File: config.mk
export PLATFORM = sky130hd
export DESIGN_NAME = iso_av_receiver_control
export DESIGN_NICKNAME = d
export VERILOG_FILES = /design/src/design/iso_rx_pkg.sv /design/src/design/app_clock_gen.sv /design/src/design/iso_av_receiver_control.sv
export SDC_FILE = /design/constraint.sdc
export NUM_CORES = 1
export LEC_CHECK = 0
export ABC_CLOCK_PERIOD_IN_PS = 3300
export BUFFER_PORTS_ARGS = -buffer_cell sky130_fd_sc_hd__buf_2
export CAP_MARGIN = 20
export CORE_MARGIN = 2
export CORE_UTILIZATION = 53
export CTS_CLUSTER_DIAMETER = 120
export DETAILED_ROUTE_END_ITERATION = 12
export GPL_TIMING_DRIVEN = 0
export PLACE_DENSITY_LB_ADDON = 0.15
export SYNTH_ARGS = -nofsm -noshare
export SYNTH_HDL_FRONTEND = slang
export SYNTH_SLANG_ARGS = --single-unit
File: constraint.sdc
create_clock -name i_core_clk -period 3.3 [get_ports i_core_clk]
set_input_delay 0.165 -clock i_core_clk [delete_from_list [all_inputs] [get_ports i_core_clk]]
set_output_delay 0.165 -clock i_core_clk [all_outputs]
set_load 0.01 [all_outputs]
File: src/design/iso_rx_pkg.sv
// Purpose: Shared constants for the isochronous receiver control block
// Assumes: 250 MHz core clock, 8-bit byte address register port
// Notes: Offsets are byte addresses
package iso_rx_pkg;

  localparam int ADDR_W = 8;
  localparam logic [7:0] OFS_UNPACK_CTRL = 8'h40;
  localparam logic [7:0] OFS_HDR_ONE = 8'h44;
  localparam logic [7:0] OFS_HDR_TWO = 8'h48;
  localparam logic [7:0] OFS_INT_FLAGS = 8'h4C;
  localparam logic [7:0] OFS_INT_MASK = 8'h50;

  localparam logic [31:0] RST_UNPACK_CTRL = 32'h00000041;
  localparam logic [31:0] RST_HDR_ONE = 32'h00000000;
  localparam logic [31:0] RST_HDR_TWO = 32'h0000FFFF;
  localparam logic [14:0] INT_BITS_USED = 15'h47FF;

  // Control field positions
  localparam int POS_CLK_SEL = 28;
  localparam int POS_SEND_IMM = 8;
  localparam int POS_STAMP_DIS = 7;
  localparam int POS_DROP_UNREL = 6;
  localparam int POS_SRC_READY = 5;
  localparam int POS_RX_EN = 4;
  localparam int POS_BYTE_PAD = 2;
  localparam int POS_SYNC_EN = 1;
  localparam int POS_RX_RST = 0;

  // Interrupt flag positions
  localparam int IRQ_STAMP_OVF = 14;
  localparam int IRQ_LVL_A = 10;
  localparam int IRQ_LVL_B = 9;
  localparam int IRQ_LVL_C = 8;
  localparam int IRQ_BANK_FULL = 7;
  localparam int IRQ_BANK_EMPTY = 6;
  localparam int IRQ_FSYNC = 5;
  localparam int IRQ_SEQ_ERR = 4;
  localparam int IRQ_CRC_ERR = 3;
  localparam int IRQ_TAG_FAULT = 2;
  localparam int IRQ_PKT_DONE = 1;
  localparam int IRQ_SQ_OVF = 0;

  // Queue space thresholds in quadlets
  localparam logic [15:0] LVL_A_QUADS = 16'h0064;
  localparam logic [15:0] LVL_B_QUADS = 16'h0100;
  localparam logic [15:0] LVL_C_QUADS = 16'h0200;

  // Header tag codes
  localparam logic [1:0] TAG_HDR_ONE = 2'h0;
  localparam logic [1:0] TAG_HDR_TWO = 2'h2;

  // Application clock synthesis: phase step = f_out * 2^32 / f_core
  localparam longint CORE_HZ = 250000000;
  localparam longint APP_HZ_FAST = 24576000;
  localparam logic [31:0] STEP_FAST = 32'((APP_HZ_FAST << 32) / CORE_HZ);
  localparam logic [31:0] STEP_MID = 32'(((APP_HZ_FAST / 2) << 32) / CORE_HZ);
  localparam logic [31:0] STEP_SLOW = 32'(((APP_HZ_FAST / 4) << 32) / CORE_HZ);

  typedef enum logic [1:0] {
    CLK_INPUT = 2'h0,
    CLK_FAST = 2'h1,
    CLK_MID = 2'h2,
    CLK_SLOW = 2'h3
  } clk_sel_type;

  typedef enum logic [1:0] {
    RR_IDLE = 2'h0,
    RR_HOLD = 2'h1,
    RR_DONE = 2'h3
  } rst_state_type;

endpackage

File: src/design/app_clock_gen.sv
// Purpose: Phase accumulator that synthesises the application clock
// Assumes: Runs on the core clock, output is a level with a rise pulse
// Notes: Output jitter is one core period, fine for a reference clock
module app_clock_gen (
  input wire logic i_core_clk,
  input wire logic i_sys_rst,
  input wire iso_rx_pkg::clk_sel_type i_sel,
  output logic o_clk_level,
  output logic o_clk_rise
);
  import iso_rx_pkg::*;

  logic [31:0] phase_r;
  logic [31:0] step;

  always_comb begin
    unique case (i_sel)
      CLK_FAST: step = STEP_FAST;
      CLK_MID: step = STEP_MID;
      CLK_SLOW: step = STEP_SLOW;
      CLK_INPUT: step = 32'h00000000;
    endcase
  end

  always_ff @(posedge i_core_clk) begin
    if (i_sys_rst || i_sel == CLK_INPUT) begin
      phase_r <= 32'h00000000;
    end else begin
      phase_r <= phase_r + step;
    end
  end

  always_ff @(posedge i_core_clk) begin
    if (i_sys_rst) begin
      o_clk_level <= 1'b0;
      o_clk_rise <= 1'b0;
    end else begin
      o_clk_level <= phase_r[31];
      o_clk_rise <= phase_r[31] && !o_clk_level;
    end
  end

endmodule

File: src/design/iso_av_receiver_control.sv
// Purpose: Control and status registers of the isochronous AV receiver
// Assumes: Datapath on the same clock delivers event pulses and levels
// Notes: Flags clear by writing one; a new event in that cycle wins
//
// Behaviour
// - Clock select: 00 input, 01 24.576, 10 12.288, 11 6.144 MHz.
// - Nonzero clock select drives the selected clock out of the AV clock pin while receiver enable bit 4 is set.
// - Send-immediately set: CRC-error packets skip time stamp; reset value 0.
// - Stamp check disable bit 7 skips checking, stamp precedes packet data.
// - Bit 6 drops unreliable packets from buffer memory instead of delivery.
// - Read-only bit 5 shows a source packet is ready for delivery.
// - Receiver enable bit 4 is sampled only when a new bus packet arrives.
// - Bits 3..2 strip 0 to 3 pad bytes from each last data quadlet.
// - Bit 1 enables processing of received SYT stamps.
// - With SYT enabled, low 16 bits of header two are the SYT value.
// - Header one holds the last received header; sender node in 29..24.
// - Block size in bits 23..16 in quadlets; zero means 256.
// - Fraction bits 15..14 give 1, 2, 4 or 8 blocks per packet.
// - Header one bits 13..11 dummy quadlets; bit 10 stamp precedes packets.
// - End and format bits read 00 in header one, expected 10 in two.
// - SYT FIFO overflow clears that FIFO and sets flag bit 14.
// - Flags 10, 9, 8 at 100, 256, 512 quadlets left; 512 off for 0.5K.
// - Flag 7 on data bank full, flag 6 on bank empty.
// - Flag 2 on bad header tag bits; the whole packet is ignored.
// - Flags: sync pulse 5, sequence 4, CRC 3, done 1, status overflow 0.
// - Mask bits 14..0 individually enable the matching flags.
// - Clock select sits in bits 29..28; default 00 leaves pin an input.
//
// Local design decision: strobed register access.
module iso_av_receiver_control (
  input wire logic i_core_clk,
  input wire logic i_sys_rst,
  // Register port
  input wire logic [iso_rx_pkg::ADDR_W-1:0] i_reg_addr,
  input wire logic [31:0] i_reg_wdata,
  input wire logic i_reg_write,
  input wire logic i_reg_read,
  output logic [31:0] o_reg_rdata,
  // Receive datapath events and levels
  input wire logic i_pkt_arrive,
  input wire logic i_hdr_valid,
  input wire logic [31:0] i_hdr_one,
  input wire logic [31:0] i_hdr_two,
  input wire logic i_pkt_done,
  input wire logic i_crc_error,
  input wire logic i_seq_error,
  input wire logic i_fsync_pulse,
  input wire logic i_stamp_fifo_overflow,
  input wire logic i_status_queue_overflow,
  input wire logic i_bank_full,
  input wire logic i_bank_empty,
  input wire logic [15:0] i_space_left,
  input wire logic i_half_k_buffer,
  input wire logic i_source_packet_ready,
  // AV clock pin
  input wire logic i_port_clock_pin,
  output logic o_port_clock_pin,
  output logic o_port_clock_pin_oe,
  // Controls towards the datapath
  output logic o_receiver_active,
  output logic o_send_immediately,
  output logic o_stamp_check_disable,
  output logic o_drop_unreliable,
  output logic [1:0] o_byte_pad_strip,
  output logic o_sync_stamp_enable,
  output logic [15:0] o_syt_value,
  output logic o_syt_valid,
  output logic [8:0] o_block_quadlets,
  output logic [3:0] o_blocks_per_packet,
  output logic o_packet_ignore,
  output logic o_stamp_fifo_clear,
  output logic o_receiver_reset,
  output logic o_irq
);
  import iso_rx_pkg::*;

  // ----------------------------------------
  // Control register
  // ----------------------------------------
  clk_sel_type clk_sel_r;
  logic send_imm_r;
  logic stamp_dis_r;
  logic drop_unrel_r;
  logic rx_en_r;
  logic [1:0] byte_pad_r;
  logic sync_en_r;
  logic rx_rst_bit_r;
  logic wr_ctrl;
  logic wr_flags;
  logic wr_mask;

  assign wr_ctrl = i_reg_write && i_reg_addr == OFS_UNPACK_CTRL;
  assign wr_flags = i_reg_write && i_reg_addr == OFS_INT_FLAGS;
  assign wr_mask = i_reg_write && i_reg_addr == OFS_INT_MASK;

  always_ff @(posedge i_core_clk) begin
    if (i_sys_rst) begin
      clk_sel_r <= clk_sel_type'(RST_UNPACK_CTRL[POS_CLK_SEL +: 2]);
      send_imm_r <= RST_UNPACK_CTRL[POS_SEND_IMM];
      stamp_dis_r <= RST_UNPACK_CTRL[POS_STAMP_DIS];
      drop_unrel_r <= RST_UNPACK_CTRL[POS_DROP_UNREL];
      rx_en_r <= RST_UNPACK_CTRL[POS_RX_EN];
      byte_pad_r <= RST_UNPACK_CTRL[POS_BYTE_PAD +: 2];
      sync_en_r <= RST_UNPACK_CTRL[POS_SYNC_EN];
      rx_rst_bit_r <= RST_UNPACK_CTRL[POS_RX_RST];
    end else if (wr_ctrl) begin
      clk_sel_r <= clk_sel_type'(i_reg_wdata[POS_CLK_SEL +: 2]);
      send_imm_r <= i_reg_wdata[POS_SEND_IMM];
      stamp_dis_r <= i_reg_wdata[POS_STAMP_DIS];
      drop_unrel_r <= i_reg_wdata[POS_DROP_UNREL];
      rx_en_r <= i_reg_wdata[POS_RX_EN];
      byte_pad_r <= i_reg_wdata[POS_BYTE_PAD +: 2];
      sync_en_r <= i_reg_wdata[POS_SYNC_EN];
      rx_rst_bit_r <= i_reg_wdata[POS_RX_RST];
    end
  end

  // Static controls go straight to the datapath
  assign o_send_immediately = send_imm_r;
  assign o_stamp_check_disable = stamp_dis_r;
  assign o_drop_unreliable = drop_unrel_r;
  assign o_byte_pad_strip = byte_pad_r;
  assign o_sync_stamp_enable = sync_en_r;

  // ----------------------------------------
  // Graceful receiver enable
  // ----------------------------------------
  // Only a packet boundary, a receiver reset or a system reset changes the state, so a packet in flight
  // finishes under the setting it started with unless one of those resets clears it.
  logic active_r;

  always_ff @(posedge i_core_clk) begin
    if (i_sys_rst || o_receiver_reset) begin
      active_r <= 1'b0;
    end else if (i_pkt_arrive) begin
      active_r <= rx_en_r;
    end
  end

  assign o_receiver_active = active_r;

  // ----------------------------------------
  // AV clock pin
  // ----------------------------------------
  logic gen_level;
  logic gen_rise;
  logic [2:0] pin_sync_r;
  logic pin_stable_r;
  logic pin_rise_r;

  app_clock_gen u_clk_gen (
    .i_core_clk(i_core_clk),
    .i_sys_rst(i_sys_rst),
    .i_sel(clk_sel_r),
    .o_clk_level(gen_level),
    .o_clk_rise(gen_rise)
  );

  always_ff @(posedge i_core_clk) begin
    if (i_sys_rst) begin
      pin_sync_r <= 3'h0;
    end else begin
      pin_sync_r <= {pin_sync_r[1:0], i_port_clock_pin};
    end
  end

  // Stage one feeds stage two only; stages two and three must agree
  always_ff @(posedge i_core_clk) begin
    if (i_sys_rst) begin
      pin_stable_r <= 1'b0;
      pin_rise_r <= 1'b0;
    end else begin
      pin_rise_r <= 1'b0;
      if (pin_sync_r[1] == pin_sync_r[2]) begin
        pin_stable_r <= pin_sync_r[2];
        pin_rise_r <= pin_sync_r[2] && !pin_stable_r;
      end
    end
  end

  assign o_port_clock_pin = gen_level;
  assign o_port_clock_pin_oe = (clk_sel_r != CLK_INPUT) && rx_en_r;

  // ----------------------------------------
  // Receiver reset stretch
  // ----------------------------------------
  // The reset is held until one AV clock rise has been seen, so the
  // application side is reset even if the bit is pulsed too briefly.
  rst_state_type rr_state_r;
  logic av_rise;

  assign av_rise = (clk_sel_r == CLK_INPUT) ? pin_rise_r : gen_rise;

  always_ff @(posedge i_core_clk) begin
    if (i_sys_rst) begin
      rr_state_r <= RR_HOLD;
    end else begin
      unique case (rr_state_r)
        RR_IDLE: if (rx_rst_bit_r) begin
          rr_state_r <= RR_HOLD;
        end
        RR_HOLD: if (av_rise) begin
          rr_state_r <= rx_rst_bit_r ? RR_DONE : RR_IDLE;
        end
        RR_DONE: if (!rx_rst_bit_r) begin
          rr_state_r <= RR_IDLE;
        end
        default: rr_state_r <= RR_IDLE;
      endcase
    end
  end

  assign o_receiver_reset = rr_state_r != RR_IDLE;

  // ----------------------------------------
  // Header capture
  // ----------------------------------------
  logic [31:0] hdr_one_r;
  logic [31:0] hdr_two_r;
  logic tag_ok;
  logic ignore_r;

  assign tag_ok = i_hdr_one[31:30] == TAG_HDR_ONE && i_hdr_two[31:30] == TAG_HDR_TWO;

  // Faulty headers are not captured, the registers keep the last good one
  always_ff @(posedge i_core_clk) begin
    if (i_sys_rst || o_receiver_reset) begin
      hdr_one_r <= RST_HDR_ONE;
      hdr_two_r <= RST_HDR_TWO;
    end else if (i_hdr_valid && active_r && tag_ok) begin
      hdr_one_r <= i_hdr_one;
      hdr_two_r <= i_hdr_two;
    end
  end

  always_ff @(posedge i_core_clk) begin
    if (i_sys_rst) begin
      ignore_r <= 1'b0;
    end else begin
      ignore_r <= i_hdr_valid && active_r && !tag_ok;
    end
  end

  assign o_packet_ignore = ignore_r;

  // ----------------------------------------
  // Header field decode
  // ----------------------------------------
  always_ff @(posedge i_core_clk) begin
    if (i_sys_rst) begin
      o_block_quadlets <= 9'h100;
      o_blocks_per_packet <= 4'h1;
      o_syt_value <= 16'h0000;
      o_syt_valid <= 1'b0;
    end else begin
      o_block_quadlets <= (hdr_one_r[23:16] == 8'h00) ? 9'h100
                          : {1'b0, hdr_one_r[23:16]};
      o_blocks_per_packet <= 4'h1 << hdr_one_r[15:14];
      o_syt_value <= sync_en_r ? hdr_two_r[15:0] : 16'h0000;
      o_syt_valid <= sync_en_r;
    end
  end

  // ----------------------------------------
  // Interrupt flags
  // ----------------------------------------
  logic [14:0] flags_r;
  logic [14:0] mask_r;
  logic [14:0] events;
  logic [2:0] lvl_now;
  logic [2:0] lvl_prev_r;
  logic ovf_clear_r;

  always_comb begin
    lvl_now[0] = i_space_left <= LVL_C_QUADS && !i_half_k_buffer;
    lvl_now[1] = i_space_left <= LVL_B_QUADS;
    lvl_now[2] = i_space_left <= LVL_A_QUADS;
  end

  always_ff @(posedge i_core_clk) begin
    if (i_sys_rst) begin
      lvl_prev_r <= 3'h0;
    end else begin
      lvl_prev_r <= lvl_now;
    end
  end

  always_comb begin
    events = 15'h0000;
    events[IRQ_STAMP_OVF] = i_stamp_fifo_overflow;
    events[IRQ_LVL_A] = lvl_now[2] && !lvl_prev_r[2];
    events[IRQ_LVL_B] = lvl_now[1] && !lvl_prev_r[1];
    events[IRQ_LVL_C] = lvl_now[0] && !lvl_prev_r[0];
    events[IRQ_BANK_FULL] = i_bank_full;
    events[IRQ_BANK_EMPTY] = i_bank_empty;
    events[IRQ_FSYNC] = i_fsync_pulse;
    events[IRQ_SEQ_ERR] = i_seq_error;
    events[IRQ_CRC_ERR] = i_crc_error;
    events[IRQ_TAG_FAULT] = i_hdr_valid && active_r && !tag_ok;
    events[IRQ_PKT_DONE] = i_pkt_done;
    events[IRQ_SQ_OVF] = i_status_queue_overflow;
  end

  // Set wins over a simultaneous write-one clear
  always_ff @(posedge i_core_clk) begin
    if (i_sys_rst) begin
      flags_r <= 15'h0000;
    end else begin
      flags_r <= ((flags_r & ~(wr_flags ? i_reg_wdata[14:0] : 15'h0000)) | events)
                 & INT_BITS_USED;
    end
  end

  always_ff @(posedge i_core_clk) begin
    if (i_sys_rst) begin
      mask_r <= 15'h0000;
    end else if (wr_mask) begin
      mask_r <= i_reg_wdata[14:0];
    end
  end

  // Overflowed SYT FIFO is flushed by a one-cycle clear
  always_ff @(posedge i_core_clk) begin
    if (i_sys_rst) begin
      ovf_clear_r <= 1'b0;
    end else begin
      ovf_clear_r <= i_stamp_fifo_overflow;
    end
  end

  assign o_stamp_fifo_clear = ovf_clear_r;
  assign o_irq = |(flags_r & mask_r);

  // ----------------------------------------
  // Register read
  // ----------------------------------------
  logic [31:0] ctrl_view;
  logic [31:0] rd_nxt;

  always_comb begin
    ctrl_view = 32'h00000000;
    ctrl_view[POS_CLK_SEL +: 2] = clk_sel_r;
    ctrl_view[POS_SEND_IMM] = send_imm_r;
    ctrl_view[POS_STAMP_DIS] = stamp_dis_r;
    ctrl_view[POS_DROP_UNREL] = drop_unrel_r;
    ctrl_view[POS_SRC_READY] = i_source_packet_ready;
    ctrl_view[POS_RX_EN] = rx_en_r;
    ctrl_view[POS_BYTE_PAD +: 2] = byte_pad_r;
    ctrl_view[POS_SYNC_EN] = sync_en_r;
    ctrl_view[POS_RX_RST] = rx_rst_bit_r;
  end

  always_comb begin
    unique case (i_reg_addr)
      OFS_UNPACK_CTRL: rd_nxt = ctrl_view;
      OFS_HDR_ONE: rd_nxt = hdr_one_r;
      OFS_HDR_TWO: rd_nxt = hdr_two_r;
      OFS_INT_FLAGS: rd_nxt = {17'h00000, flags_r};
      OFS_INT_MASK: rd_nxt = {17'h00000, mask_r};
      default: rd_nxt = 32'h00000000;
    endcase
  end

  // Read data stands for the one cycle after the strobe, else zero
  always_ff @(posedge i_core_clk) begin
    if (i_sys_rst) begin
      o_reg_rdata <= 32'h00000000;
    end else begin
      o_reg_rdata <= i_reg_read ? rd_nxt : 32'h00000000;
    end
  end

endmodule

==> report_table.html, run 1 <==
<table>
<tr><th>Metric</th><th>Value</th></tr>
<tr><th colspan="2">Outcome</th></tr>
<tr><td>Result of the run</td><td>finished clean</td></tr>
<tr><th colspan="2">Final layout</th></tr>
<tr><td>Ant. Diodes</td><td>0</td></tr>
<tr><td>Final nets</td><td>1507</td></tr>
<tr><td>Count of filler cells inserted in the layout</td><td>1226</td></tr>
<tr><td>Post-Route Utilization</td><td>73.5%</td></tr>
<tr><td>Fraction of layout cells with a size suffix above 1</td><td>20.0%</td></tr>
<tr><td>Multi-input gate area</td><td>4260 um^2</td></tr>
<tr><td>Finished layout cell area</td><td>11800 um^2</td></tr>
<tr><td>Area added between synthesis and finish</td><td>34.4%</td></tr>
<tr><td>Area taken by flip-flops and latches</td><td>4210 um^2</td></tr>
<tr><td>Number of standard cells in the layout, taps in and fillers out</td><td>1568</td></tr>
<tr><th colspan="2">Die</th></tr>
<tr><td>Starting density of the core</td><td>54.6%</td></tr>
<tr><td>Site row count</td><td>46</td></tr>
<tr><td>Number of top-level pins</td><td>212</td></tr>
<tr><td>Die extent in y</td><td>132 um</td></tr>
<tr><td>Die boundary width</td><td>132 um</td></tr>
<tr><td>Floorplan Core Area</td><td>16000 um^2</td></tr>
<tr><td>Die area</td><td>17500 um^2</td></tr>
<tr><th colspan="2">GRT</th></tr>
<tr><td>Global-route wire length before repair</td><td>43900 um</td></tr>
<tr><td>Pin count of the biggest net entering global routing</td><td>14</td></tr>
<tr><td>Number of global-route vias before repair</td><td>8531</td></tr>
<tr><td>Overflow after GRT</td><td>0</td></tr>
<tr><td>Overall track demand over capacity in global routing</td><td>31.2%</td></tr>
<tr><td>Initial antenna violation count</td><td>0</td></tr>
<tr><th colspan="2">Pwr</th></tr>
<tr><td>Sequential power share</td><td>47.4%</td></tr>
<tr><td>IR drop worst, VDD</td><td>431 uV</td></tr>
<tr><td>Part of the power in combinational logic</td><td>4.3%</td></tr>
<tr><td>Static leakage</td><td>4.85 nW</td></tr>
<tr><td>Cell internal power dissipation</td><td>0.00425 W</td></tr>
<tr><td>Clock power share</td><td>48.3%</td></tr>
<tr><td>Pwr/cell area</td><td>458 nW/um^2</td></tr>
<tr><td>Overall power of the completed layout</td><td>0.00538 W</td></tr>
<tr><td>Switching part of the total</td><td>21.2%</td></tr>
<tr><td>Net switching power figure</td><td>0.00114 W</td></tr>
<tr><th colspan="2">Synth</th></tr>
<tr><td>Top-count cell post-synth</td><td>sky130_fd_sc_hd__nand2_1</td></tr>
<tr><td>Average cell area after synthesis</td><td>8.60 um^2</td></tr>
<tr><td>Post-synth EDFFs</td><td>0</td></tr>
<tr><td>Largest area contributor in the synthesized netlist</td><td>sky130_fd_sc_hd__dfxtp_1</td></tr>
<tr><td>Number of different library cells in the post-synthesis netlist</td><td>66</td></tr>
<tr><td>Synth Net Count</td><td>1188</td></tr>
<tr><td>Register bit count reported by yosys</td><td>210</td></tr>
<tr><td>Async set-reset flop share out of synthesis</td><td>0%</td></tr>
<tr><td>Most used standard cells in the synthesized netlist</td><td>sky130_fd_sc_hd__nand2_1 (212), sky130_fd_sc_hd__dfxtp_1 (210), sky130_fd_sc_hd__a21oi_1 (128)</td></tr>
<tr><td>Post-synthesis instance total</td><td>1017</td></tr>
<tr><td>Synth warn</td><td>0</td></tr>
<tr><td>Main area contributors after synthesis</td><td>sky130_fd_sc_hd__dfxtp_1 (48%), sky130_fd_sc_hd__nand2_1 (9.1%), sky130_fd_sc_hd__a21oi_1 (7.3%), sky130_fd_sc_hd__ha_1 (4.9%), sky130_fd_sc_hd__nor2_1 (3.1%)</td></tr>
<tr><td>Portion of the post-synthesis area used by sequential elements</td><td>48.1%</td></tr>
<tr><td>Proportion of netlist area held by the largest area contributor</td><td>48.1%</td></tr>
<tr><td>Summed instance area of the synthesized netlist</td><td>8740 um^2</td></tr>
<tr><td>Most common flop cell mapped by yosys</td><td>sky130_fd_sc_hd__dfxtp_1</td></tr>
<tr><th colspan="2">Critical path</th></tr>
<tr><td>Crit start category</td><td>flip-flop</td></tr>
<tr><td>Endpoint kind of the worst setup timing path</td><td>flip-flop</td></tr>
<tr><td>Arrival time at the worst endpoint</td><td>3.48 ns</td></tr>
<tr><td>Peak fanout along the critical path</td><td>9</td></tr>
<tr><td>Type of the worst setup path</td><td>flip-flop to flip-flop</td></tr>
<tr><td>Required time of the critical path</td><td>3.68 ns</td></tr>
<tr><td>Reg2reg path depth</td><td>10</td></tr>
<tr><th colspan="2">STA</th></tr>
<tr><td>Final number of max-transition violations</td><td>0</td></tr>
<tr><td>Final-report setup violation count</td><td>0</td></tr>
<tr><td>Setup Total Neg Slack</td><td>0 ns</td></tr>
<tr><td>Maximum operating frequency</td><td>0.323 GHz</td></tr>
<tr><td>Post-route fraction of the period consumed by the critical path</td><td>93.9%</td></tr>
<tr><td>Clock tree skew after final layout</td><td>0.0137 ns</td></tr>
<tr><td>Final Hold Vio Count</td><td>0</td></tr>
<tr><td>Measured slew at the worst slew-check pin</td><td>0.847 ns</td></tr>
<tr><td>Unrepaired setup endpoints after global routing</td><td>false</td></tr>
<tr><td>Post-route minimum period</td><td>3.10 ns</td></tr>
<tr><td>Max transition margin</td><td>42.7%</td></tr>
<tr><th colspan="2">Clocking</th></tr>
<tr><td>Clock tree root driver cell</td><td>sky130_fd_sc_hd__clkbuf_16</td></tr>
<tr><td>Clock transition at the registers of the reported paths</td><td>0.06 ns</td></tr>
<tr><td>H-Tree Depth</td><td>1</td></tr>
<tr><td>Number of sinks driven by the clock tree</td><td>210</td></tr>
<tr><td>Clock latency reported for the late side of the worst-skew pair</td><td>0.51 ns</td></tr>
<tr><td>Buffers inserted during post-CTS setup optimization</td><td>0</td></tr>
<tr><td>Number of buffers created by CTS</td><td>23</td></tr>
<tr><td>Maximum buffer depth of the clock tree</td><td>3</td></tr>
<tr><td>TritonCTS clock tree</td><td>done</td></tr>
<tr><th colspan="2">Drt</th></tr>
<tr><td>Number of DRC violations after detailed routing</td><td>0</td></tr>
<tr><td>Remaining antenna violation count</td><td>0</td></tr>
<tr><td>Violation count after the first detailed-routing iteration</td><td>681</td></tr>
<tr><td>Via-per-instance ratio</td><td>5.64</td></tr>
<tr><td>First drt pass iteration count</td><td>6</td></tr>
<tr><td>Total wirelength of the detailed-routed design</td><td>28400 um</td></tr>
<tr><td>Number of vias in the routed layout</td><td>8849</td></tr>
<tr><td>Wire per inst</td><td>18.1 um</td></tr>
<tr><th colspan="2">Worst hold path</th></tr>
<tr><td>Instance count along the most critical hold path</td><td>3</td></tr>
<tr><td>Classification of the worst-slack hold path</td><td>primary input to flip-flop</td></tr>
<tr><th colspan="2">Placement</th></tr>
<tr><td>DP Area</td><td>9990 um^2</td></tr>
<tr><td>Number of cells after detailed placement</td><td>1428</td></tr>
<tr><td>Routability cong.</td><td>0.922</td></tr>
<tr><td>Hpwl dp</td><td>19200 um</td></tr>
<tr><td>Number of port buffers</td><td>195</td></tr>
<tr><th colspan="2">Run</th></tr>
<tr><td>Max-capacitance violation count</td><td>0</td></tr>
</table>
## per-layer routing
layer / vias up / global-route usage [%] / share of wire, %
met5: - / 0 / 0
met4: 0 / 11.4 / 3.4
met3: 83 / 7.28 / 8.8
met2: 438 / 52.4 / 47
met1: 4131 / 39.2 / 41
li1: 4197 / - / -
## critical path: stages (launching register included)
cell and delay (ns):
sky130_fd_sc_hd__dfxtp_4 0.43, sky130_fd_sc_hd__inv_1 0.09, sky130_fd_sc_hd__ha_1 0.42, sky130_fd_sc_hd__ha_1 0.41, sky130_fd_sc_hd__a21o_1 0.23, sky130_fd_sc_hd__a2111oi_2 0.48, sky130_fd_sc_hd__a211o_1 0.22, sky130_fd_sc_hd__nand3_2 0.15
sky130_fd_sc_hd__a221oi_4 0.32, sky130_fd_sc_hd__xor2_1 0.17, sky130_fd_sc_hd__nor2_1 0.05
## registers in the layout (all words and copies together), names as in the netlist, 4 cells and up
name                 flops
o_reg_rdata             32
hdr_two_r               32
o_blocks_per_packet      4
flags_r                 12
u_clk_gen.phase_r       32
o_syt_value             16
o_block_quadlets         9
hdr_one_r               32
mask_r                  15
## path summary, 6_finish.rpt
path                    startpoint                     to  slack, ns
max                   clk_sel_r[0]  u_clk_gen.phase_r[23]       0.20
min                  i_reg_addr[4]        o_reg_rdata[28]       0.07
max reg2reg           clk_sel_r[0]  u_clk_gen.phase_r[23]       0.20
min reg2reg  u_clk_gen.o_clk_level   u_clk_gen.o_clk_rise       0.43
## cell families after synthesis
kind of cell,after synthesis,synth area share (%)
adders and majority gates,34,4.87
muxes,6,0.687
buffers and inverters,65,3.23
and+or+nand+nor,432,22.6
DFF,210,48.1
AOI/OAI and AO/OA,249,18.5
xor gates and xnor gates,21,2.10
## per-stage QoR
step	worst slack (ns)	hold WS, ns
4_1_cts	0.157	0.0568
5_1_grt	0.0867	0.0772
3_3_place_gp	-0.0981	0.347
3_5_place_dp	-0.0831	0.348
6_report	0.201	0.0684
2_1_floorplan	0.597	0.249
## power groups by stage
stage | Sequential, W | Combinational [W] | Clock, W
floorplan | 0.00261 | 0.0000336 | 0
global placement | 0.00261 | 0.000132 | 0
global route | 0.00255 | 0.000246 | 0.00272
finish | 0.00255 | 0.000232 | 0.00260
detailed placement | 0.00261 | 0.000133 | 0
CTS | 0.00255 | 0.000222 | 0.00261
## cell type report
cell class	instances	area share [%]
multi-input cells	742	36.3
flip-flops and latches	210	35.8
repair buffers	294	16.7
clock buffers	35	5.71
well taps	216	2.30
plain buffers	53	2.02
clock inverters	6	0.767
inverters	12	0.383
## timing repair
item,4_1_cts,5_1_grt
endpoints found under the hold margin,102,0
setup endpoints to repair,10,5
gates resized for setup,3,3
hold buffers,99,0
## cell usage in the layout (no fill, tap or decap), types with 20 or more instances in the layout
cell and count:
sky130_fd_sc_hd__and2_1 23, sky130_fd_sc_hd__nand2_1 212, sky130_fd_sc_hd__clkbuf_1 44, sky130_fd_sc_hd__clkbuf_16 23, sky130_fd_sc_hd__a21oi_1 128, sky130_fd_sc_hd__nor2b_1 20, sky130_fd_sc_hd__nand3_1 41, sky130_fd_sc_hd__a22oi_1 24
sky130_fd_sc_hd__buf_2 204, sky130_fd_sc_hd__dfxtp_1 208, sky130_fd_sc_hd__dlygate4sd3_1 99, sky130_fd_sc_hd__ha_1 32, sky130_fd_sc_hd__nor2_1 72
No activity file was read; power rests on OpenSTA's default activity.
==> inputs of run 2 (changes only) <==
- CELL_PAD_IN_SITES_DETAIL_PLACEMENT: default -> 0
- CELL_PAD_IN_SITES_GLOBAL_PLACEMENT: default -> 1
- CORE_MARGIN: 2 -> default
- CORE_UTILIZATION: 53 -> 39
==> run 2 against run 1 <==
Final cell count increased by 4.5%. Die area increased by 31%. Core utilization decreased by 19 points. Global-route usage decreased by 7.1 points. Total power increased by 2.2%. Design area increased by 1.4%.
==> report_table.html, run 2 (same netlist as run 1, synthesis figures left out) <==
<table>
<tr><th>Metric</th><th>Value</th></tr>
<tr><th colspan="2">Drt</th></tr>
<tr><td>Number of DRC violations after detailed routing</td><td>0</td></tr>
<tr><td>Via-per-instance ratio</td><td>5.17</td></tr>
<tr><td>Violation count after the first detailed-routing iteration</td><td>612</td></tr>
<tr><td>Total wirelength of the detailed-routed design</td><td>28300 um</td></tr>
<tr><td>First drt pass iteration count</td><td>7</td></tr>
<tr><td>Number of vias in the routed layout</td><td>8475</td></tr>
<tr><td>Wire per inst</td><td>17.3 um</td></tr>
<tr><td>Remaining antenna violation count</td><td>0</td></tr>
<tr><th colspan="2">GRT</th></tr>
<tr><td>Number of global-route vias before repair</td><td>7874</td></tr>
<tr><td>Overflow after GRT</td><td>0</td></tr>
<tr><td>Overall track demand over capacity in global routing</td><td>24.1%</td></tr>
<tr><td>Initial antenna violation count</td><td>1</td></tr>
<tr><td>Pin count of the biggest net entering global routing</td><td>14</td></tr>
<tr><td>Global-route wire length before repair</td><td>42700 um</td></tr>
<tr><th colspan="2">Pwr</th></tr>
<tr><td>Pwr/cell area</td><td>462 nW/um^2</td></tr>
<tr><td>Clock power share</td><td>49.4%</td></tr>
<tr><td>IR drop worst, VDD</td><td>363 uV</td></tr>
<tr><td>Net switching power figure</td><td>0.00114 W</td></tr>
<tr><td>Static leakage</td><td>4.88 nW</td></tr>
<tr><td>Sequential power share</td><td>46.4%</td></tr>
<tr><td>Switching part of the total</td><td>20.8%</td></tr>
<tr><td>Part of the power in combinational logic</td><td>4.2%</td></tr>
<tr><td>Cell internal power dissipation</td><td>0.00436 W</td></tr>
<tr><th colspan="2">STA</th></tr>
<tr><td>Final Hold Vio Count</td><td>0</td></tr>
<tr><td>Measured slew at the worst slew-check pin</td><td>0.856 ns</td></tr>
<tr><td>Post-route fraction of the period consumed by the critical path</td><td>92.0%</td></tr>
<tr><td>Final number of max-transition violations</td><td>0</td></tr>
<tr><td>Max transition margin</td><td>42.7%</td></tr>
<tr><td>Maximum operating frequency</td><td>0.329 GHz</td></tr>
<tr><td>Unrepaired setup endpoints after global routing</td><td>false</td></tr>
<tr><td>Clock tree skew after final layout</td><td>0.0188 ns</td></tr>
<tr><td>Final-report setup violation count</td><td>0</td></tr>
<tr><td>Post-route minimum period</td><td>3.04 ns</td></tr>
<tr><th colspan="2">Die</th></tr>
<tr><td>Site row count</td><td>54</td></tr>
<tr><td>Number of top-level pins</td><td>212</td></tr>
<tr><td>Die extent in y</td><td>152 um</td></tr>
<tr><td>Floorplan Core Area</td><td>21900 um^2</td></tr>
<tr><td>Die area</td><td>23000 um^2</td></tr>
<tr><td>Starting density of the core</td><td>39.9%</td></tr>
<tr><td>Die boundary width</td><td>152 um</td></tr>
<tr><th colspan="2">Clocking</th></tr>
<tr><td>H-Tree Depth</td><td>1</td></tr>
<tr><td>Number of sinks driven by the clock tree</td><td>210</td></tr>
<tr><td>Clock latency reported for the late side of the worst-skew pair</td><td>0.52 ns</td></tr>
<tr><td>TritonCTS clock tree</td><td>done</td></tr>
<tr><td>Maximum buffer depth of the clock tree</td><td>3</td></tr>
<tr><td>Number of buffers created by CTS</td><td>23</td></tr>
<tr><td>Clock transition at the registers of the reported paths</td><td>0.06 ns</td></tr>
<tr><td>Buffers inserted during post-CTS setup optimization</td><td>0</td></tr>
<tr><td>Clock tree root driver cell</td><td>sky130_fd_sc_hd__clkbuf_16</td></tr>
<tr><th colspan="2">Critical path</th></tr>
<tr><td>Required time of the critical path</td><td>3.74 ns</td></tr>
<tr><td>Top delay family on crit path</td><td>compound AO/OA/AOI/OAI gates</td></tr>
<tr><td>Cell with the biggest individual delay on the critical path</td><td>sky130_fd_sc_hd__dfxtp_4</td></tr>
<tr><td>CP Buf/Inv Count</td><td>1</td></tr>
<tr><td>Chain of cells forming the critical path</td><td>inv_1 &gt; ha_2 &gt; nor2_1 &gt; nor2_4 &gt; ha_1 &gt; nand4_1 &gt; a21o_1 &gt; a211o_1 &gt; a31oi_2 &gt; o21ai_1 &gt; a21oi_1 &gt; mux2i_1</td></tr>
<tr><td>Logic depth of the worst path, buffers included</td><td>12</td></tr>
<tr><td>Peak fanout along the critical path</td><td>9</td></tr>
<tr><td>Arrival time at the worst endpoint</td><td>3.48 ns</td></tr>
<tr><td>Critical path launch point</td><td>clk_sel_r[0]</td></tr>
<tr><td>Origin of the critical flop-to-flop path</td><td>clk_sel_r[0]</td></tr>
<tr><td>Crit start category</td><td>flip-flop</td></tr>
<tr><td>Reg2reg path depth</td><td>12</td></tr>
<tr><td>Largest stage delay on the critical path</td><td>0.43 ns</td></tr>
<tr><td>Type of the worst setup path</td><td>flip-flop to flip-flop</td></tr>
<tr><td>Endpoint kind of the worst setup timing path</td><td>flip-flop</td></tr>
<tr><th colspan="2">Final layout</th></tr>
<tr><td>Finished layout cell area</td><td>11900 um^2</td></tr>
<tr><td>Fraction of layout cells with a size suffix above 1</td><td>20.0%</td></tr>
<tr><td>Leading cell type in the layout, fill and taps excluded</td><td>sky130_fd_sc_hd__nand2_1</td></tr>
<tr><td>Final nets</td><td>1511</td></tr>
<tr><td>Post-Route Utilization</td><td>54.5%</td></tr>
<tr><td>Top library cells by usage in the layout, fill and taps aside</td><td>sky130_fd_sc_hd__nand2_1 (212), sky130_fd_sc_hd__dfxtp_1 (209), sky130_fd_sc_hd__buf_2 (204)</td></tr>
<tr><td>Area added between synthesis and finish</td><td>36.4%</td></tr>
<tr><th colspan="2">Worst hold path</th></tr>
<tr><td>Critical hold path startpoint</td><td>i_space_left[9]</td></tr>
<tr><td>Instance count along the most critical hold path</td><td>3</td></tr>
<tr><td>Classification of the worst-slack hold path</td><td>primary input to flip-flop</td></tr>
<tr><th colspan="2">Placement</th></tr>
<tr><td>Number of port buffers</td><td>195</td></tr>
<tr><td>Routability cong.</td><td>0.882</td></tr>
<tr><td>Hpwl dp</td><td>20400 um</td></tr>
<tr><td>DP Area</td><td>10100 um^2</td></tr>
<tr><th colspan="2">Outcome</th></tr>
<tr><td>Result of the run</td><td>finished clean</td></tr>
<tr><th colspan="2">Run</th></tr>
<tr><td>Max-capacitance violation count</td><td>0</td></tr>
</table>
[run 2: through the flow]
stage / power, W / hold WS [ns] / instances / worst slack (ns) / setup TNS, ns
floorplan: 0.00264 / 0.249 / 1017 / 0.597 / 0
global placement: 0.00275 / 0.348 / 1492 / -0.181 / -1.23
detailed placement: 0.00275 / 0.352 / 1492 / -0.220 / -1.39
CTS: 0.00556 / 0.0315 / 1637 / 0.0313 / 0
global route: 0.00566 / 0.0473 / 1638 / 0.0717 / 0
finish: 0.00550 / 0.0494 / 1638 / 0.263 / 0
[run 2: timing repair]
item	4_1_cts	5_1_grt
hold buffers	103	0
hold endpoints to repair	105	0
cloned	0	0
resized for setup	2	6
endpoints found under the setup margin	14	11
[run 2: worst min-delay path, stage by stage]
cell and delay, ns:
sky130_fd_sc_hd__buf_2 0.08, sky130_fd_sc_hd__a211oi_1 0.08, sky130_fd_sc_hd__a32o_1 0.19
[run 2: worst paths after layout]
path,end,slack (ns)
worst max-delay path,u_clk_gen.phase_r[31],0.26
worst min-delay path,flags_r[8],0.05
worst max register to register,u_clk_gen.phase_r[31],0.26
worst min register to register,pin_sync_r[1],0.45
[run 2: per-layer routing]
metal	global-route usage (%)	part of all wire, %	vias to the layer above	routed length [um]
met3	5.15	7.9	32	2240
li1	-	-	4213	-
met4	5.45	1.5	0	433
met2	37.1	44	306	12400
met5	0	0	-	0
met1	34.3	47	3924	13200
[run 2: power by group through the flow]
stage / logic [W] / clock network, W / registers (W)
floorplan: 0.0000336 / 0 / 0.00261
global route: 0.000251 / 0.00286 / 0.00255
global placement: 0.000136 / 0 / 0.00261
finish: 0.000233 / 0.00272 / 0.00255
CTS: 0.000230 / 0.00277 / 0.00255
detailed placement: 0.000136 / 0 / 0.00261
[run 2: final cells by class]
cell class                      count  area, um^2
Fill cell                        2111        9970
Tap cell                          280         350
Clock buffer                       34         647
Clock inverter                      8         146
Sequential cell                   210        4210
Timing Repair Buffer              298        2010
Inverter                           12        45.0
Multi-Input combinational cell    742        4280
Buffer                             53         238
Antenna cell                        1        2.50
==> inputs of run 3 (changes only) <==
- CELL_PAD_IN_SITES_DETAIL_PLACEMENT: 0 -> default
- CELL_PAD_IN_SITES_GLOBAL_PLACEMENT: 1 -> default
- CORE_UTILIZATION: 39 -> 56
- CTS_BUF_LIST: default -> sky130_fd_sc_hd__clkbuf_8
- SYNTH_HIERARCHICAL: default -> 1
==> run 3 against run 2 <==
First-iteration DRC count up 17%. Combinational power up 17%. Critical endpoint is now u_clk_gen/phase_r[31]. Register-to-register slack about the same. Largest power group is now sequential cells.
==> report_table.html, run 3 <==
<table>
<tr><th>Metric</th><th>Value</th></tr>
<tr><th colspan="2">Pwr</th></tr>
<tr><td>Static leakage</td><td>5.09 nW</td></tr>
<tr><td>Pwr/cell area</td><td>433 nW/um^2</td></tr>
<tr><td>IR drop worst, VDD</td><td>357 uV</td></tr>
<tr><th colspan="2">STA</th></tr>
<tr><td>Final number of max-transition violations</td><td>0</td></tr>
<tr><td>Max transition margin</td><td>43.7%</td></tr>
<tr><td>Final Hold Vio Count</td><td>0</td></tr>
<tr><td>Worst hold slack</td><td>0.0409 ns</td></tr>
<tr><td>Measured slew at the worst slew-check pin</td><td>0.844 ns</td></tr>
<tr><td>Clock tree skew after final layout</td><td>0.0162 ns</td></tr>
<tr><td>Maximum operating frequency</td><td>0.330 GHz</td></tr>
<tr><td>Final-report setup violation count</td><td>0</td></tr>
<tr><td>Unrepaired setup endpoints after global routing</td><td>false</td></tr>
<tr><td>Worst Setup Slack, final</td><td>0.272 ns</td></tr>
<tr><td>Post-route minimum period</td><td>3.03 ns</td></tr>
<tr><td>Post-route fraction of the period consumed by the critical path</td><td>91.8%</td></tr>
<tr><th colspan="2">Synth</th></tr>
<tr><td>Proportion of netlist area held by the largest area contributor</td><td>45.5%</td></tr>
<tr><td>Post-synth EDFFs</td><td>0</td></tr>
<tr><td>Main area contributors after synthesis</td><td>sky130_fd_sc_hd__dfxtp_1 (45%), sky130_fd_sc_hd__nand2_1 (8.6%), sky130_fd_sc_hd__a21oi_1 (5.7%), sky130_fd_sc_hd__ha_1 (4.6%), sky130_fd_sc_hd__nand3_1 (2.5%)</td></tr>
<tr><td>Synth Net Count</td><td>1231</td></tr>
<tr><td>Post-synthesis instance total</td><td>1060</td></tr>
<tr><td>Summed instance area of the synthesized netlist</td><td>9240 um^2</td></tr>
<tr><td>Largest area contributor in the synthesized netlist</td><td>sky130_fd_sc_hd__dfxtp_1</td></tr>
<tr><td>Async set-reset flop share out of synthesis</td><td>0%</td></tr>
<tr><td>Synth warn</td><td>6</td></tr>
<tr><td>Most used standard cells in the synthesized netlist</td><td>sky130_fd_sc_hd__nand2_1 (211), sky130_fd_sc_hd__dfxtp_1 (210), sky130_fd_sc_hd__a21oi_1 (106)</td></tr>
<tr><td>Number of different library cells in the post-synthesis netlist</td><td>75</td></tr>
<tr><td>Register bit count reported by yosys</td><td>210</td></tr>
<tr><td>Most common flop cell mapped by yosys</td><td>sky130_fd_sc_hd__dfxtp_1</td></tr>
<tr><td>Average cell area after synthesis</td><td>8.72 um^2</td></tr>
<tr><td>Top-count cell post-synth</td><td>sky130_fd_sc_hd__nand2_1</td></tr>
<tr><td>Portion of the post-synthesis area used by sequential elements</td><td>45.5%</td></tr>
<tr><th colspan="2">Clocking</th></tr>
<tr><td>Number of sinks driven by the clock tree</td><td>210</td></tr>
<tr><td>TritonCTS clock tree</td><td>done</td></tr>
<tr><td>Clock transition at the registers of the reported paths</td><td>0.06 ns</td></tr>
<tr><td>Clock tree root driver cell</td><td>sky130_fd_sc_hd__clkbuf_8</td></tr>
<tr><td>Number of buffers created by CTS</td><td>35</td></tr>
<tr><td>Maximum buffer depth of the clock tree</td><td>3</td></tr>
<tr><td>H-Tree Depth</td><td>2</td></tr>
<tr><td>Clock latency reported for the late side of the worst-skew pair</td><td>0.53 ns</td></tr>
<tr><td>Buffers inserted during post-CTS setup optimization</td><td>0</td></tr>
<tr><th colspan="2">Die</th></tr>
<tr><td>Site row count</td><td>46</td></tr>
<tr><td>Die boundary width</td><td>130 um</td></tr>
<tr><td>Die extent in y</td><td>130 um</td></tr>
<tr><td>Starting density of the core</td><td>57.8%</td></tr>
<tr><td>Floorplan Core Area</td><td>16000 um^2</td></tr>
<tr><td>Die area</td><td>17000 um^2</td></tr>
<tr><td>Number of top-level pins</td><td>212</td></tr>
<tr><th colspan="2">Critical path</th></tr>
<tr><td>Crit start category</td><td>flip-flop</td></tr>
<tr><td>Peak fanout along the critical path</td><td>12</td></tr>
<tr><td>Logic depth of the worst path, buffers included</td><td>11</td></tr>
<tr><td>CP Buf/Inv Count</td><td>1</td></tr>
<tr><td>Chain of cells forming the critical path</td><td>inv_1 &gt; ha_2 &gt; nor2_1 &gt; nor2_4 &gt; ha_1 &gt; nand2_1 &gt; o221a_1 &gt; or3_4 &gt; a31oi_2 &gt; o211ai_1 &gt; mux2i_1</td></tr>
<tr><td>Reg2reg path depth</td><td>11</td></tr>
<tr><td>Cell with the biggest individual delay on the critical path</td><td>sky130_fd_sc_hd__dfxtp_4</td></tr>
<tr><td>Top delay family on crit path</td><td>simple AND/OR/NAND/NOR gates</td></tr>
<tr><td>Endpoint kind of the worst setup timing path</td><td>flip-flop</td></tr>
<tr><td>Largest stage delay on the critical path</td><td>0.44 ns</td></tr>
<tr><td>Type of the worst setup path</td><td>flip-flop to flip-flop</td></tr>
<tr><td>Arrival time at the worst endpoint</td><td>3.43 ns</td></tr>
<tr><td>Required time of the critical path</td><td>3.70 ns</td></tr>
<tr><th colspan="2">Placement</th></tr>
<tr><td>Number of port buffers</td><td>194</td></tr>
<tr><td>Hpwl dp</td><td>19300 um</td></tr>
<tr><td>Routability cong.</td><td>0.925</td></tr>
<tr><td>Worst slack, placed</td><td>-0.184 ns</td></tr>
<tr><th colspan="2">Outcome</th></tr>
<tr><td>Result of the run</td><td>finished clean</td></tr>
<tr><th colspan="2">Drt</th></tr>
<tr><td>Remaining antenna violation count</td><td>0</td></tr>
<tr><td>Number of vias in the routed layout</td><td>9359</td></tr>
<tr><td>Number of DRC violations after detailed routing</td><td>0</td></tr>
<tr><td>First drt pass iteration count</td><td>7</td></tr>
<tr><td>Violation count after the first detailed-routing iteration</td><td>718</td></tr>
<tr><td>Total wirelength of the detailed-routed design</td><td>29400 um</td></tr>
<tr><td>Via-per-instance ratio</td><td>5.75</td></tr>
<tr><td>Wire per inst</td><td>18.0 um</td></tr>
<tr><th colspan="2">Run</th></tr>
<tr><td>Max-capacitance violation count</td><td>0</td></tr>
<tr><th colspan="2">GRT</th></tr>
<tr><td>Initial antenna violation count</td><td>1</td></tr>
<tr><td>Global-route wire length before repair</td><td>44200 um</td></tr>
<tr><td>Number of global-route vias before repair</td><td>8666</td></tr>
<tr><td>Pin count of the biggest net entering global routing</td><td>13</td></tr>
<tr><td>Overall track demand over capacity in global routing</td><td>33.8%</td></tr>
<tr><td>Overflow after GRT</td><td>0</td></tr>
<tr><th colspan="2">Final layout</th></tr>
<tr><td>Top library cells by usage in the layout, fill and taps aside</td><td>sky130_fd_sc_hd__buf_2 (218), sky130_fd_sc_hd__nand2_1 (211), sky130_fd_sc_hd__dfxtp_1 (209)</td></tr>
<tr><td>Ant. Diodes</td><td>0</td></tr>
<tr><td>Area added between synthesis and finish</td><td>32.2%</td></tr>
<tr><td>Fraction of layout cells with a size suffix above 1</td><td>23.2%</td></tr>
<tr><td>Leading cell type in the layout, fill and taps excluded</td><td>sky130_fd_sc_hd__buf_2</td></tr>
<tr><td>Final nets</td><td>1558</td></tr>
<tr><th colspan="2">Worst hold path</th></tr>
<tr><td>Classification of the worst-slack hold path</td><td>primary input to flip-flop</td></tr>
<tr><td>Instance count along the most critical hold path</td><td>3</td></tr>
</table>
## run 3: changes by cell type in the layout (fill, tap and decap cells not counted), moves of 14 or more
cell	change
sky130_fd_sc_hd__clkbuf_16	-23
sky130_fd_sc_hd__clkbuf_8	+41
sky130_fd_sc_hd__buf_2	+14
sky130_fd_sc_hd__nor2_1	-17
sky130_fd_sc_hd__a21oi_1	-22
sky130_fd_sc_hd__a222oi_1	-15
sky130_fd_sc_hd__inv_1	+14
sky130_fd_sc_hd__clkbuf_1	-19
## run 3: cells by family after synthesis
family,after synthesis,share of synthesized area (%)
compound gates,260,19.3
buf+inv,78,4.07
xor+xnor,16,1.52
simple gates,445,23.2
fa+ha+maj,34,4.60
flops,210,45.5
mux,17,1.84
## run 3: worst paths after layout
kind | from | to | slack, ns
min reg2reg | hdr_two_r[22] | hdr_two_r[22] | 0.45
max reg2reg | clk_sel_r[0] | u_clk_gen/phase_r[31] | 0.27
max | clk_sel_r[0] | u_clk_gen/phase_r[31] | 0.27
min | i_space_left[5] | flags_r[10] | 0.04
## run 3: layout make-up
| class | instances | area [um^2] |
|---|---|---|
| clock inverter | 15 | 116 |
| tap | 216 | 270 |
| timing repair buffer | 290 | 1930 |
| fill | 1147 | 3780 |
| multi-input combinational | 772 | 4680 |
| sequential | 210 | 4210 |
| inverter | 15 | 56.3 |
| buffer | 63 | 320 |
| clock buffer | 46 | 633 |
## run 3: worst reg2reg max path, cell delays in order, from the launching register on
cell and delay (ns):
sky130_fd_sc_hd__dfxtp_4 0.44, sky130_fd_sc_hd__inv_1 0.09, sky130_fd_sc_hd__ha_2 0.24, sky130_fd_sc_hd__nor2_1 0.23, sky130_fd_sc_hd__nor2_4 0.10, sky130_fd_sc_hd__ha_1 0.42, sky130_fd_sc_hd__nand2_1 0.18, sky130_fd_sc_hd__o221a_1 0.32
sky130_fd_sc_hd__or3_4 0.36, sky130_fd_sc_hd__a31oi_2 0.23, sky130_fd_sc_hd__o211ai_1 0.17, sky130_fd_sc_hd__mux2i_1 0.15
## run 3: per-layer routing
| layer | routed length (um) | vias to the layer above | GRT usage [%] |
|---|---|---|---|
| met2 | 13700 | 471 | 55.2 |
| met1 | 12100 | 4377 | 42.8 |
| met4 | 986 | 2 | 13.9 |
| li1 | - | 4414 | - |
| met3 | 2550 | 95 | 8.31 |
| met5 | 13 | - | 0 |
## run 3: repair_timing
item	4_1_cts	5_1_grt
hold buffers	96	0
gates resized for setup	4	5
hold endpoints to repair	103	0
setup endpoints to repair	12	12
## run 3: metrics by stage
stage	TNS [ns]	util (%)	power [W]	cells	instance area, um^2
floorplan	0	-	0.00267	1060	9240
global placement	-0.656	65.5	0.00279	1470	10500
detailed placement	-0.807	65.5	0.00279	1470	10500
CTS	0	76.3	0.00529	1627	12200
global route	0	76.4	0.00544	1627	12200
finish	0	76.4	0.00529	1627	12200
## run 3: report_power, final
part | internal (W) | leakage, nW | switching (W)
logic | 0.000156 | 2.97 | 0.000118
registers | 0.00254 | 1.70 | 0.00000954
clock network | 0.00140 | 0.429 | 0.00106
total | 0.00410 | 5.09 | 0.00119
